**config.mk**
```make
export PLATFORM = sky130hd
export DESIGN_NAME = muxed_external_memory_interface
export DESIGN_NICKNAME = d
export VERILOG_FILES = /design/src/muxed_external_memory_interface.v /design/src/access_router.v /design/src/phase_timer.v
export VERILOG_INCLUDE_DIRS = /design/src /design/src/src
export SDC_FILE = /design/constraint.sdc
export NUM_CORES = 1
export LEC_CHECK = 0
export BUFFER_PORTS_ARGS = -buffer_cell sky130_fd_sc_hd__buf_2
export CAP_MARGIN = 5
export CORE_MARGIN = 4
export CORE_UTILIZATION = 25
export CTS_BUF_LIST = sky130_fd_sc_hd__clkbuf_2
export DETAILED_ROUTE_END_ITERATION = 6
export SLEW_MARGIN = 20
export SYNTH_ARGS = -nofsm -noshare
export SYNTH_HDL_FRONTEND = slang
export SYNTH_SLANG_ARGS = --single-unit
```
**constraint.sdc**
```tcl
create_clock -name clock -period 5.84 [get_ports clock]
set_clock_uncertainty 0.2 [all_clocks]
set_input_delay 1.168 -clock clock [delete_from_list [all_inputs] [get_ports clock]]
set_output_delay 1.168 -clock clock [all_outputs]
set_load 0.1 [all_outputs]
```
**src/emif_defs.vh**
```
// constants for the multiplexed external memory interface
// Operation
// - top three config bits read zero, writes ignored
// - bit four reads zero; software writes zero
// - mode 00 sends all accesses on-chip
// - mode 01 splits at 2 kB boundary
// - mode 01 8-bit high byte from port latch
// - mode 10 splits at 2 kB boundary
// - mode 10 8-bit high byte from page
// - mode 11 sends all accesses off-chip
// - strobe high and low width field+1 cycles
// - width field used only when config bit 3 zero
// - data and low address share eight pins
// - first phase strobe high, low address out
// - data takes pins when read/write asserted
// - pins claimed only during off-chip access
// - drivers disabled on pins acting as inputs
// - access lasts programmed timing plus four
`ifndef EMIF_DEFS_VH
`define EMIF_DEFS_VH
`define CFG_ADDR 8'hB2
`define CFG_RESET 8'h03
`define CFG_WMASK 8'h0F
`define MODE_HI 3
`define MODE_LO 2
`define ALE_HI 1
`define ALE_LO 0
`define MODE_INT 2'h0
`define MODE_SPLIT_NB 2'h1
`define MODE_SPLIT_BS 2'h2
`define MODE_EXT 2'h3
`define ONCHIP_TOP 5
`define ALE_DEFAULT 2'h0
`define EXTRA_CYCLES 4'h4
`define HOLD_CYCLES 4'h1
`define CNT_ONE 4'h1
`endif

```
**src/muxed_external_memory_interface.v**
```verilog
// multiplexed external memory interface: config register and bus phases
`timescale 1ns/1ps
`default_nettype none
`include "emif_defs.vh"
module muxed_external_memory_interface (
  // clock and reset
  input wire clock,
  input wire resetn,
  // special function register port
  input wire [7:0] sfr_addr,
  input wire sfr_wr,
  input wire [7:0] sfr_wdata,
  output reg [7:0] sfr_rdata_r,
  // core access request
  input wire acc_req,
  input wire acc_we,
  input wire acc_8bit,
  input wire [15:0] acc_addr,
  input wire [7:0] acc_wdata,
  input wire [7:0] external_data_ram_page_select,
  input wire [7:0] port_latch_high,
  output reg acc_busy_r,
  output reg acc_done_r,
  output reg acc_onchip_r,
  output reg [10:0] onchip_addr_r,
  output reg [7:0] acc_rdata_r,
  // memory pins
  input wire [7:0] ad_in,
  output reg [7:0] ad_out_r,
  output reg ad_oen_r,
  output reg [7:0] addr_high_r,
  output reg addr_high_oen_r,
  output reg ale_r,
  output reg rd_n_r,
  output reg wr_n_r,
  output reg emif_owns_pins_r
);
  ////////////////////////////////////////////////////////////////////////
  localparam [4:0] S_IDLE = 5'h01;
  localparam [4:0] S_ALE_HI = 5'h02;
  localparam [4:0] S_ALE_LO = 5'h04;
  localparam [4:0] S_STROBE = 5'h08;
  localparam [4:0] S_HOLD = 5'h10;

  reg [3:0] cfg_r;
  reg [4:0] state_r;
  reg [4:0] state_nxt;
  reg [1:0] mode_r;
  reg [1:0] ale_w_r;
  reg we_r;
  reg [7:0] data_r;
  reg [7:0] lo_r;
  reg tload;
  reg [3:0] tcount;
  wire tdone;
  wire off_chip;
  wire drive_high;

  function [3:0] width_of;
    input [1:0] sel;
    begin
      width_of = {2'b00, sel} + `CNT_ONE;
    end
  endfunction

  ////////////////////////////////////////////////////////////////////////
  // config register: low four bits stored only
  always @(posedge clock)
  begin
    if (!resetn)
      cfg_r <= 4'h3;
    else if (sfr_wr && sfr_addr == `CFG_ADDR)
      cfg_r <= sfr_wdata[3:0];
  end

  always @(posedge clock)
  begin
    if (!resetn)
      sfr_rdata_r <= 8'h00;
    else if (sfr_addr == `CFG_ADDR)
      sfr_rdata_r <= {4'h0, cfg_r};
    else
      sfr_rdata_r <= 8'h00;
  end

  ////////////////////////////////////////////////////////////////////////
  access_router u_router (
    .mode(cfg_r[`MODE_HI:`MODE_LO]),
    .is_8bit(acc_8bit),
    .eff_addr(acc_addr),
    .off_chip(off_chip),
    .drive_high(drive_high)
  );

  phase_timer u_timer (
    .clock(clock),
    .resetn(resetn),
    .load(tload),
    .count(tcount),
    .done(tdone)
  );

  ////////////////////////////////////////////////////////////////////////
  // with config bit three set (modes 10 and 11) the width field is ignored
  wire [1:0] ale_sel;
  assign ale_sel = cfg_r[`MODE_HI] ? `ALE_DEFAULT :
                   cfg_r[`ALE_HI:`ALE_LO];

  always @*
  begin
    state_nxt = state_r;
    tload = 1'b0;
    tcount = 4'h0;
    case (state_r)
      S_IDLE:
      begin
        if (acc_req && off_chip)
        begin
          state_nxt = S_ALE_HI;
          tload = 1'b1;
          tcount = width_of(ale_sel);
        end
      end
      S_ALE_HI:
      begin
        if (tdone)
        begin
          state_nxt = S_ALE_LO;
          tload = 1'b1;
          tcount = width_of(ale_w_r);
        end
      end
      S_ALE_LO:
      begin
        if (tdone)
        begin
          state_nxt = S_STROBE;
          tload = 1'b1;
          // strobe takes the fixed overhead, minus the one hold cycle
          tcount = `EXTRA_CYCLES - `CNT_ONE;
        end
      end
      S_STROBE:
      begin
        if (tdone)
        begin
          state_nxt = S_HOLD;
          tload = 1'b1;
          tcount = `HOLD_CYCLES;
        end
      end
      S_HOLD:
      begin
        if (tdone)
          state_nxt = S_IDLE;
      end
      default:
        state_nxt = S_IDLE;
    endcase
  end

  ////////////////////////////////////////////////////////////////////////
  always @(posedge clock)
  begin
    if (!resetn)
    begin
      state_r <= S_IDLE;
      mode_r <= `MODE_INT;
      ale_w_r <= 2'h0;
      we_r <= 1'b0;
      data_r <= 8'h00;
      lo_r <= 8'h00;
      acc_busy_r <= 1'b0;
      acc_done_r <= 1'b0;
      acc_onchip_r <= 1'b0;
      onchip_addr_r <= 11'h000;
      acc_rdata_r <= 8'h00;
      ad_out_r <= 8'hFF;
      ad_oen_r <= 1'b1;
      addr_high_r <= 8'hFF;
      addr_high_oen_r <= 1'b1;
      ale_r <= 1'b0;
      rd_n_r <= 1'b1;
      wr_n_r <= 1'b1;
      emif_owns_pins_r <= 1'b0;
    end
    else
    begin
      state_r <= state_nxt;
      acc_done_r <= 1'b0;
      acc_onchip_r <= 1'b0;
      case (state_r)
        S_IDLE:
        begin
          if (acc_req && !off_chip)
          begin
            // on-chip: address wraps onto the 2 kB space
            acc_onchip_r <= 1'b1;
            onchip_addr_r <= acc_addr[10:0];
            acc_done_r <= 1'b1;
          end
          else if (acc_req)
          begin
            // snapshot config so later writes wait for next access
            mode_r <= cfg_r[`MODE_HI:`MODE_LO];
            ale_w_r <= ale_sel;
            we_r <= acc_we;
            data_r <= acc_wdata;
            lo_r <= acc_addr[7:0];
            acc_busy_r <= 1'b1;
            emif_owns_pins_r <= 1'b1;
            ale_r <= 1'b1;
            ad_out_r <= acc_addr[7:0];
            ad_oen_r <= 1'b0;
            addr_high_oen_r <= ~drive_high;
            if (!drive_high)
              addr_high_r <= port_latch_high;
            else if (acc_8bit)
              addr_high_r <= external_data_ram_page_select;
            else
              addr_high_r <= acc_addr[15:8];
          end
        end
        S_ALE_HI:
          if (tdone)
            ale_r <= 1'b0;
        S_ALE_LO:
        begin
          if (tdone)
          begin
            rd_n_r <= we_r;
            wr_n_r <= ~we_r;
            ad_out_r <= data_r;
            ad_oen_r <= ~we_r;
          end
        end
        S_STROBE:
        begin
          if (tdone)
          begin
            if (!we_r)
              acc_rdata_r <= ad_in;
            rd_n_r <= 1'b1;
            wr_n_r <= 1'b1;
          end
        end
        S_HOLD:
        begin
          if (tdone)
          begin
            acc_busy_r <= 1'b0;
            acc_done_r <= 1'b1;
            emif_owns_pins_r <= 1'b0;
            ad_oen_r <= 1'b1;
            addr_high_oen_r <= 1'b1;
          end
        end
        default:
          acc_busy_r <= 1'b0;
      endcase
    end
  end
endmodule // muxed_external_memory_interface
`default_nettype wire

```
**src/access_router.v**
```verilog
// routing decision for one external-move access
`timescale 1ns/1ps
`default_nettype none
`include "emif_defs.vh"
module access_router (
  // access
  input wire [1:0] mode,
  input wire is_8bit,
  input wire [15:0] eff_addr,
  // decision
  output reg off_chip,
  output reg drive_high
);
  wire above;
  // in the split modes anything with bits above 2 kB set lies off-chip
  assign above = |eff_addr[15:11];
  always @*
  begin
    off_chip = 1'b0;
    drive_high = 1'b1;
    case (mode)
      `MODE_INT:
      begin
        off_chip = 1'b0;
      end
      `MODE_SPLIT_NB:
      begin
        off_chip = above;
        drive_high = ~is_8bit;
      end
      `MODE_SPLIT_BS:
      begin
        off_chip = above;
        drive_high = 1'b1;
      end
      default:
      begin
        off_chip = 1'b1;
        drive_high = ~is_8bit;
      end
    endcase
  end
endmodule // access_router
`default_nettype wire

```
**src/phase_timer.v**
```verilog
// down-counter for bus phases
`timescale 1ns/1ps
`default_nettype none
`include "emif_defs.vh"
module phase_timer (
  // clock and reset
  input wire clock,
  input wire resetn,
  // control
  input wire load,
  input wire [3:0] count,
  // status
  output wire done
);
  reg [3:0] cnt_r;
  always @(posedge clock)
  begin
    if (!resetn)
      cnt_r <= 4'h0;
    else if (load)
      cnt_r <= count;
    else if (cnt_r != 4'h0)
      cnt_r <= cnt_r - `CNT_ONE;
  end
  assign done = (cnt_r == `CNT_ONE) || (cnt_r == 4'h0);
endmodule // phase_timer
`default_nettype wire

```
**Word level (Yosys, flattened, before mapping)**

Cells that the tools add are included.

- Logic and storage cells: 119
- Bits in registers: 76

- Equality and inequality tests: 16
- Add/sub/neg operators: 3
- Multiplexer cells: 44
- Reductions and logical operators: 30
- Bitwise operators: 5

Operators by type and width:

| operator | number |
|---|---|
| $mux W8 | 5 |
| $mux W5 | 5 |
| $pmux W5 S5 | 1 |
| $pmux W1 S2 | 8 |
| $pmux W8 S2 | 1 |
| $reduce_and A4 Y1 | 4 |
| $mux W1 | 15 |
| $ne A2 B2 Y1 const B | 7 |
| $pmux W3 S4 | 1 |
| $reduce_and A5 Y1 | 2 |
| $reduce_bool A2 Y1 | 5 |
| $reduce_and A3 Y1 | 3 |
| $eq A8 B8 Y1 const B | 1 |
| $mux W4 | 2 |
| $add A2 B1 Y3 const B | 2 |
| $mux W3 | 2 |
| $pmux W1 S3 | 2 |
| $reduce_and A2 Y1 | 3 |
| $eq A5 B1 Y1 const B | 1 |
| $eq A5 B2 Y1 const B | 1 |
| $eq A5 B3 Y1 const B | 1 |
| $eq A5 B4 Y1 const B | 1 |
| $eq A5 B5 Y1 const B | 1 |
| $not A1 Y1 | 5 |
| 15 further kinds | 19 |

**Logic depth before layout (Yosys ltp)**

Gate-level depths: netlist (run 1).

- Depth after elaboration: 7
- Mapped depth: 9
- Mapped depth without buffers: 7

**Hierarchy**

From an unflattened synthesis (run 1), not the netlist that was laid out.

- Cells, all modules: 373
- Area total of the unflattened synthesis: 3,260.6 um2

By module, submodules not included:

| module | instances | area each (um2) | cells each | sequential area each (um2) |
|---|---|---|---|---|
| muxed_external_memory_interface | 1 | 2,942.8 | 338 | 1,361.3 |
| phase_timer | 1 | 255.2 | 26 | 80.1 |
| access_router | 1 | 62.6 | 9 | 0.0 |

**Worst setup path after synthesis (run 1)**

OpenSTA, ideal clock, no wires.

- Path type: input to register
- Start: input acc_8bit
- End: register addr_high_r[7]
- Path buffers: 2
- Arrival time: 2.550 ns
- Setup time: 0.134 ns
- Slack: 2.956 ns
- Stages on the path: 6
- Cells stage by stage: buf_2 nor3b_1 buf_2 nor2_1 a211oi_1 o21ai_0

- Cells in the longest elaborated chain, start to end: 3

Ends and longest elaborated chain:

| element | line | RTL |
|---|---|---|
| start, declared | muxed_external_memory_interface.v:17 | `input wire acc_8bit,` |
| $not A1 Y1 | access_router.v:29, access_router.v:39 |  |
| $mux W1 | -- |  |
| $mux W8 (*) | muxed_external_memory_interface.v:216 | `if (!drive_high)` |
| end signal, assigned | muxed_external_memory_interface.v:217 | `addr_high_r <= port_latch_high;` |
| end signal, assigned | muxed_external_memory_interface.v:219 | `addr_high_r <= external_data_ram_page_select;` |
| end signal, assigned | muxed_external_memory_interface.v:221 | `addr_high_r <= acc_addr[15:8];` |
| end, declared | muxed_external_memory_interface.v:31 | `output reg [7:0] addr_high_r,` |

Every way passes the cells marked *; elsewhere a longest branch is shown, timed or not.
A chain may end at the register's enable or synchronous reset.

**Worst setup path in the final report (run 1)**

- Start: input acc_addr[13]
- End: register u_timer.cnt_r[0]

- Cells in the longest elaborated chain, start to end: 6

Ends and longest elaborated chain:

| element | line | RTL |
|---|---|---|
| start, declared | muxed_external_memory_interface.v:18 | `input wire [15:0] acc_addr,` |
| $reduce_or A5 Y1 (*) | access_router.v:16 | `assign above = \|eff_addr[15:11];` |
| $pmux W1 S2 (*) | access_router.v:21 | `case (mode)` |
| $logic_and A1 B1 Y1 (*) | muxed_external_memory_interface.v:117 | `if (acc_req && off_chip)` |
| $mux W3 / $mux W1 (equally long branches) | muxed_external_memory_interface.v:117 |  |
| $pmux W3 S4 / $pmux W1 S2 (equally long branches) | muxed_external_memory_interface.v:114 | `case (state_r)` |
| $mux W4 / $reduce_bool A2 Y1 (equally long branches) | -- |  |
| end signal, assigned | phase_timer.v:21 | `cnt_r <= count;` |
| end signal, assigned | phase_timer.v:23 | `` cnt_r <= cnt_r - `CNT_ONE; `` |
| end, declared | phase_timer.v:15 | `reg [3:0] cnt_r;` |

Marks and branches as above.

==> metrics, run 1 <==
run status completed; total CTS buffers 9; core area 12700 um^2; synth top area cells dfxtp_1 44%, mux2i_1 12%, nor2_1 6.1%; Synth top cells by count 72 x dfxtp_1, 53 x nor2_1, 45 x nand2_1; # setup viols final 0; peak supply drop 0.116 mV; share of the synthesized area in the top cell type 44.0%; sequential share of the synthesized area 44.0%; DRT Wirelength 8.66 mm; Mean Syn Cell Area 8.89 um^2; GRT Total Usage 11.8%; grt ovf 0; setup TNS 0 ps; post-cts sizing count 0; Synth Flop Type dfxtp_1; Synth area leader dfxtp_1; Fin Hold WS 270 ps; Post-synth EDFFs 0; flops & latches, synth 72; Rows 41; area added between synthesis and finish 23.1%; fin crit share 48.1%; min-delay src data_r[2]; final core utilization 31.7%; CTS root buffer clkbuf_2; Ys Warns 0; Crit-path slowest cell or2_2; Max Cap Viol 0; DRT iter0 DRCs 134; reg-to-reg slack, setup 3070 ps; Detailed Routing Iterations Pass 1 4; Vias 2899; share of cells above drive strength 1 30.7%; initial core utilization 25.7%; RSZ-0062 raised after global routing no; CP startpoint kind input port; fmax 0.356 GHz; CTS tree yes; max-slew violations 0; vias in the first global route 2879; CP max stage delay 490 ps; Worst Setup SP acc_addr[13]; I/O pin cnt 122; Worst Setup Path Type in2reg; CP arrival 2980 ps; Die Width 122 um; Hold Vio Cnt, Final 0; most instantiated library cell after synthesis dfxtp_1; H-tree depth 3; crit-path cells buf_2 > nor4b_1 > a221o_1 > or2_2 > nor2_1 > o311a_1; PortBufs 113; Netlist cell types 52; Synth async-reset ratio 0%; hold crit path type reg2reg; post-route ant nets 0; clock-pin transition on the worst setup and hold timing paths 180 ps; Slew HR 44.5%; vias per inst 4.48; Max clock buf depth 2; hold buffers post-CTS 0; maximum fanout along the worst path 25; hpwl dp 6.54 mm; pwr/cell area 244 nW/um^2; first-pass GRT wire length 14.1 mm; DIE AREA 15000 um^2; fin crit period 2810 ps; clk_lat worst skew 490 ps; worst r2r src cfg_r[3]; Req. time, crit path 6010 ps; setup bufs post-CTS 0; Post-Syn Instances 368; DRC viols 0; clk sinks 72; Final WS setup 3030 ps; initial antenna violation count 0; GPL Wtd Cong 0.792; wire length per cell 13.4 um; Static Leak 1.82 nW; Antenna Cells 0; largest net degree at the start of global routing 34; die height 122 um; Crit. End Element flip-flop; nets 547; Worst-Margin Slew 828 ps; mapped cell area 3270 um^2; Placement Setup Slack 2460 ps
-- flip-flops by register name, indices dropped and copies added, names as in the netlist --
signal	flops
onchip_addr_r	11
acc_rdata_r	8
ad_out_r	8
addr_high_r	8
data_r	8
state_r	5
cfg_r	4
sfr_rdata_r	4
u_timer.cnt_r	4
ale_w_r	2
acc_busy_r	1
acc_done_r	1
acc_onchip_r	1
ad_oen_r	1
addr_high_oen_r	1
ale_r	1
emif_owns_pins_r	1
rd_n_r	1
we_r	1
wr_n_r	1
-- path summary, 6_finish.rpt --
path | endpoint | cells after the start
setup / recovery | u_timer.cnt_r[0] | 6
hold / removal | data_r[2] | 2
setup reg to reg | u_timer.cnt_r[0] | 7
hold reg to reg | data_r[2] | 2
-- report_power, final --
group / switching [W] / internal (W) / total (W)
combinational: 0.000154 / 0.0000771 / 0.000231
sequential: 0.0000123 / 0.000510 / 0.000522
clock: 0.000173 / 0.0000587 / 0.000232
-- stage by stage --
| stage | instance area (um^2) | power, W | std cells |
|---|---|---|---|
| global route | 4030 | 0.00104 | 647 |
| detailed placement | 3950 | 0.000761 | 631 |
| finish | 4030 | 0.000984 | 647 |
| floorplan | 3280 | 0.000702 | 371 |
| CTS | 4030 | 0.00100 | 647 |
| global placement | 3940 | 0.000755 | 631 |
-- kinds of logic after synthesis --
family / count (synthesis) / synth area share (%)
AO/OA/AOI/OAI: 61 / 12.5
XOR/XNOR: 3 / 0.803
adder cells (fa/ha/maj): 7 / 2.68
buffers and inverters: 38 / 5.70
flip-flops: 72 / 44.0
multiplexers: 48 / 15.0
other: 1 / 0.115
AND/OR/NAND/NOR: 138 / 19.2
-- placed cells by master (no fill, tap or decap), drive strengths merged, types with 2 or more instances in the layout --
| cell | synthesis | final |
|---|---|---|
| nand2 | 45 | 45 |
| nor4 | 3 | 3 |
| nor3b | 2 | 2 |
| nor2 | 53 | 53 |
| o21ai | 11 | 11 |
| a21oi | 21 | 21 |
| and2 | 2 | 2 |
| mux2 | 8 | 8 |
| nor3 | 6 | 6 |
| nand2b | 3 | 3 |
| a211oi | 10 | 10 |
| mux2i | 40 | 40 |
| buf | 15 | 115 |
| o21a | 2 | 2 |
| or2 | 3 | 3 |
| nand3 | 3 | 3 |
| clkbuf | 12 | 12 |
| nor2b | 4 | 4 |
| xnor2 | 2 | 2 |
| clkinv | 0 | 3 |
| conb | 1 | 4 |
| o31ai | 2 | 2 |
| dfxtp | 72 | 72 |
| inv | 11 | 11 |
| or3 | 4 | 4 |
| and3 | 4 | 4 |
| ha | 7 | 7 |
| a221oi | 2 | 2 |
-- layout make-up --
type | instances | area, um^2
fillers | 1395 | 8690
multi-input cells | 261 | 1670
flip-flops and latches | 72 | 1440
repair buffers | 115 | 581
well taps | 172 | 215
clock buffers | 12 | 60.1
inverters | 11 | 41.3
clock inverters | 4 | 21.3
-- layer usage --
| layer | routed length (um) | global-route usage, % |
|---|---|---|
| met2 | 4200 | 20.0 |
| met1 | 3790 | 14.3 |
| met4 | 90 | 3.08 |
| met3 | 575 | 4.06 |
| met5 | 0 | 0 |
-- worst max-delay path: cells and delay by family --
kind                   cells  cell delay, ps
AOI/OAI and AO/OA          2             710
buffers and inverters      1             110
and+or+nand+nor            3            1000
(Power assumes the default switching activity.)
==> inputs of run 2 (changes only) <==
--- a/config.mk
+++ b/config.mk
@@ -6,6 +6,7 @@
 export SDC_FILE = /design/constraint.sdc
 export NUM_CORES = 1
 export LEC_CHECK = 0
+export ABC_AREA = 1
 export BUFFER_PORTS_ARGS = -buffer_cell sky130_fd_sc_hd__buf_2
 export CAP_MARGIN = 5
 export CORE_MARGIN = 4
==> constraint.sdc (replaced) <==
create_clock -name clock -period 2.6 [get_ports clock]
set_clock_uncertainty 0.2 [all_clocks]
set_input_delay 0.52 -clock clock [delete_from_list [all_inputs] [get_ports clock]]
set_output_delay 0.52 -clock clock [all_outputs]
set_load 0.1 [all_outputs]
==> metrics, run 2 <==
flops & latches, synth 72 (unchanged); Mean Syn Cell Area 7.36 um^2 (-17%); run status completed; hpwl dp 6.93 mm (+6.0%); post-route ant nets 0 (unchanged); total CTS buffers 9 (unchanged); Synth async-reset ratio 0% (unchanged); Req. time, crit path 2910 ps (-3100 ps); Max clock buf depth 2 (unchanged); Synth Flop Type dfxtp_1; Crit. End Element flip-flop; clock-pin transition on the worst setup and hold timing paths 200 ps (+20 ps); reg-to-reg slack, setup 360 ps (-2710 ps); worst r2r src cfg_r[3]; initial core utilization 25.7% (about the same); min-delay src resetn; met2 Resource Use GR 22.1% (+2.0 points); DRT Wirelength 9.53 mm (+10%); Worst Setup SP cfg_r[3]; setup TNS 0 ps (unchanged); grt ovf 0 (unchanged); Antenna Cells 0 (unchanged); Die Width 122 um (-0.20%); share of cells above drive strength 1 26.0% (-4.8 points); Vias 3356 (+16%); pwr/cell area 575 nW/um^2 (+140%); hold crit path type in2reg; Static Leak 2.20 nW (+21%); FF-to-FF path depth 11 (+4); Netlist cell types 34 (-35%); largest net degree at the start of global routing 32 (-5.9%); fin crit period 2240 ps; maximum fanout along the worst path 17 (-32%); mapped cell area 3260 um^2 (-0.42%); PortBufs 113 (unchanged); commonest non-fill, non-tap cells in the layout 113 x buf_2, 83 x nand2_1, 72 x dfxtp_1; CTS tree yes; die height 122 um (-0.20%); CP arrival 2560 ps (-420 ps); Finished Layout Cells 765 (+18%); GRT met3 Usage 4.32% (+0.26 points); # setup viols final 0 (unchanged); clk sinks 72 (unchanged); sequential share of the synthesized area 44.2% (+0.19 points); Hold Vio Cnt, Final 0 (unchanged); Rows 41 (unchanged); vias in the first global route 3264 (+13%); GPL Wtd Cong 0.808 (+2.0%); final instance area 4460 um^2 (+11%); Post-Syn Instances 443 (+20%); Synth top cells by count 83 x nand2_1, 72 x dfxtp_1, 54 x nor2_1; initial antenna violation count 0 (unchanged); Ys Warns 0 (unchanged); GRT Total Usage 13.1% (+1.3 points); DRT iter0 DRCs 100 (-25%); synth top area cells dfxtp_1 44%, nand2_1 9.6%, nor2_1 6.2%; Fin Hold WS 76.0 ps (-194 ps); I/O pin cnt 122 (unchanged); Slew HR 64.5% (+20 points); vias per inst 4.39 (-2.1%); Post-synth EDFFs 0 (unchanged); Synth area leader dfxtp_1; share of the synthesized area in the top cell type 44.2% (+0.19 points); placed cells 715 (+13%); most instantiated library cell after synthesis nand2_1; CTS root buffer clkbuf_2; Final WS setup 356 ps (-2680 ps); met1 usage 15.2% (+0.89 points); Placement Setup Slack 275 ps (-2180 ps); area added between synthesis and finish 36.7%; placed cell areas 3970 um^2 (+0.67%); clk_lat worst skew 560 ps (+70 ps); peak supply drop 0.242 mV (+110%); hold endpoint acc_rdata_r[4]; RR Endpoint u_timer.cnt_r[0]; global route hottest layer met2; Largest Register onchip_addr_r; hold path depth 3 (+1); fin crit share 86.3%; first-pass GRT wire length 15.2 mm (+8.2%); Worst-Margin Slew 531 ps (-297 ps); max-slew violations 0 (unchanged); core area 12700 um^2 (-0.40%); Worst Setup Path Type reg2reg; max FFs per register 11 (unchanged); Detailed Routing Iterations Pass 1 7 (+3); commonest non-fill, non-tap cell in the layout buf_2; DRC viols 0 (unchanged); Max Cap Viol 0 (unchanged); fmax 0.446 GHz; RSZ-0062 raised after global routing no; CP startpoint kind flip-flop; H-tree depth 3 (unchanged); nets 665 (+22%); DIE AREA 14900 um^2 (-0.39%); wire length per cell 12.5 um (-6.9%)
-- run 2: cell count changes after synthesis, sizes merged, moves of 6 or more --
| cell | delta |
|---|---|
| inv | +45 |
| nand2 | +42 |
| mux2i | -40 |
| nand3 | +38 |
| o21ai | +31 |
| o211ai | +15 |
| a211oi | -10 |
| mux2 | -8 |
| a21oi | +7 |
| buf | -6 |
| nor2 | +6 |
-- run 2: critical path, cell delays in order (launching register included) --
cell,delay [ps]
dfxtp_1,440
inv_1,100
ha_1,270
inv_1,80
nor2_1,50
nand3_1,140
nand3_1,160
nor2_4,370
o21ai_1,180
nand2_1,100
nor2_1,50
nor2_1,60
-- run 2: cell type report --
cell class                 instances  area, um^2
clock buffer                      10        50.0
clock inverter                     6        83.8
fill                            1382        8220
inverter                          56         210
multi-input combinational        297        1510
sequential                        72        1440
tap                              172         215
timing repair buffer             152         943
-- run 2: what timing repair did --
item,in CTS,in global routing
buffers inserted,0,0
hold buffers,34,0
gates resized for setup,0,1
endpoints found under the hold margin,35,0
endpoints found under the setup margin,0,1
-- run 2: routing by layer --
layer / wire (um) / part of all wire [%]
met1: 4160 / 44
met2: 4610 / 48
met3: 611 / 6.4
met4: 136 / 1.4
met5: 0 / 0
-- run 2: power breakdown --
part	leakage, nW	internal (W)	switching, W	total [W]
clock network	0.0772	0.000317	0.000412	0.000730
logic	1.54	0.000208	0.000444	0.000652
registers	0.586	0.00115	0.0000284	0.00118
total	2.20	0.00168	0.000884	0.00256
-- run 2: metrics by stage --
step	power [W]	utilization [%]
after global routing	0.00271	35.2
after detailed placement	0.00182	31.4
final	0.00256	35.2
after floorplan	0.00168	-
after CTS	0.00260	35.1
after global placement	0.00179	31.4
-- run 2: cells by family (layout without fill, tap and decap cells) --
group,Yosys count,in the layout,share of synthesized area (%)
buf+inv,77,224,9.98
compound gates,90,90,15.5
simple gates,194,194,26.9
xor+xnor,2,2,0.538
fa+ha+maj,7,7,2.69
flops,72,72,44.2
other cells,1,4,0.115
-- run 2: worst max path at each step --
stage	endpoint	slack, ps	cells past startpoint
2_1_floorplan	ad_out_r[0]	780	11
3_3_place_gp	onchip_addr_r[9]	370	9
3_5_place_dp	onchip_addr_r[8]	280	9
4_1_cts	onchip_addr_r[9]	250	9
5_1_grt	u_timer.cnt_r[0]	180	11
6_report	u_timer.cnt_r[0]	360	11
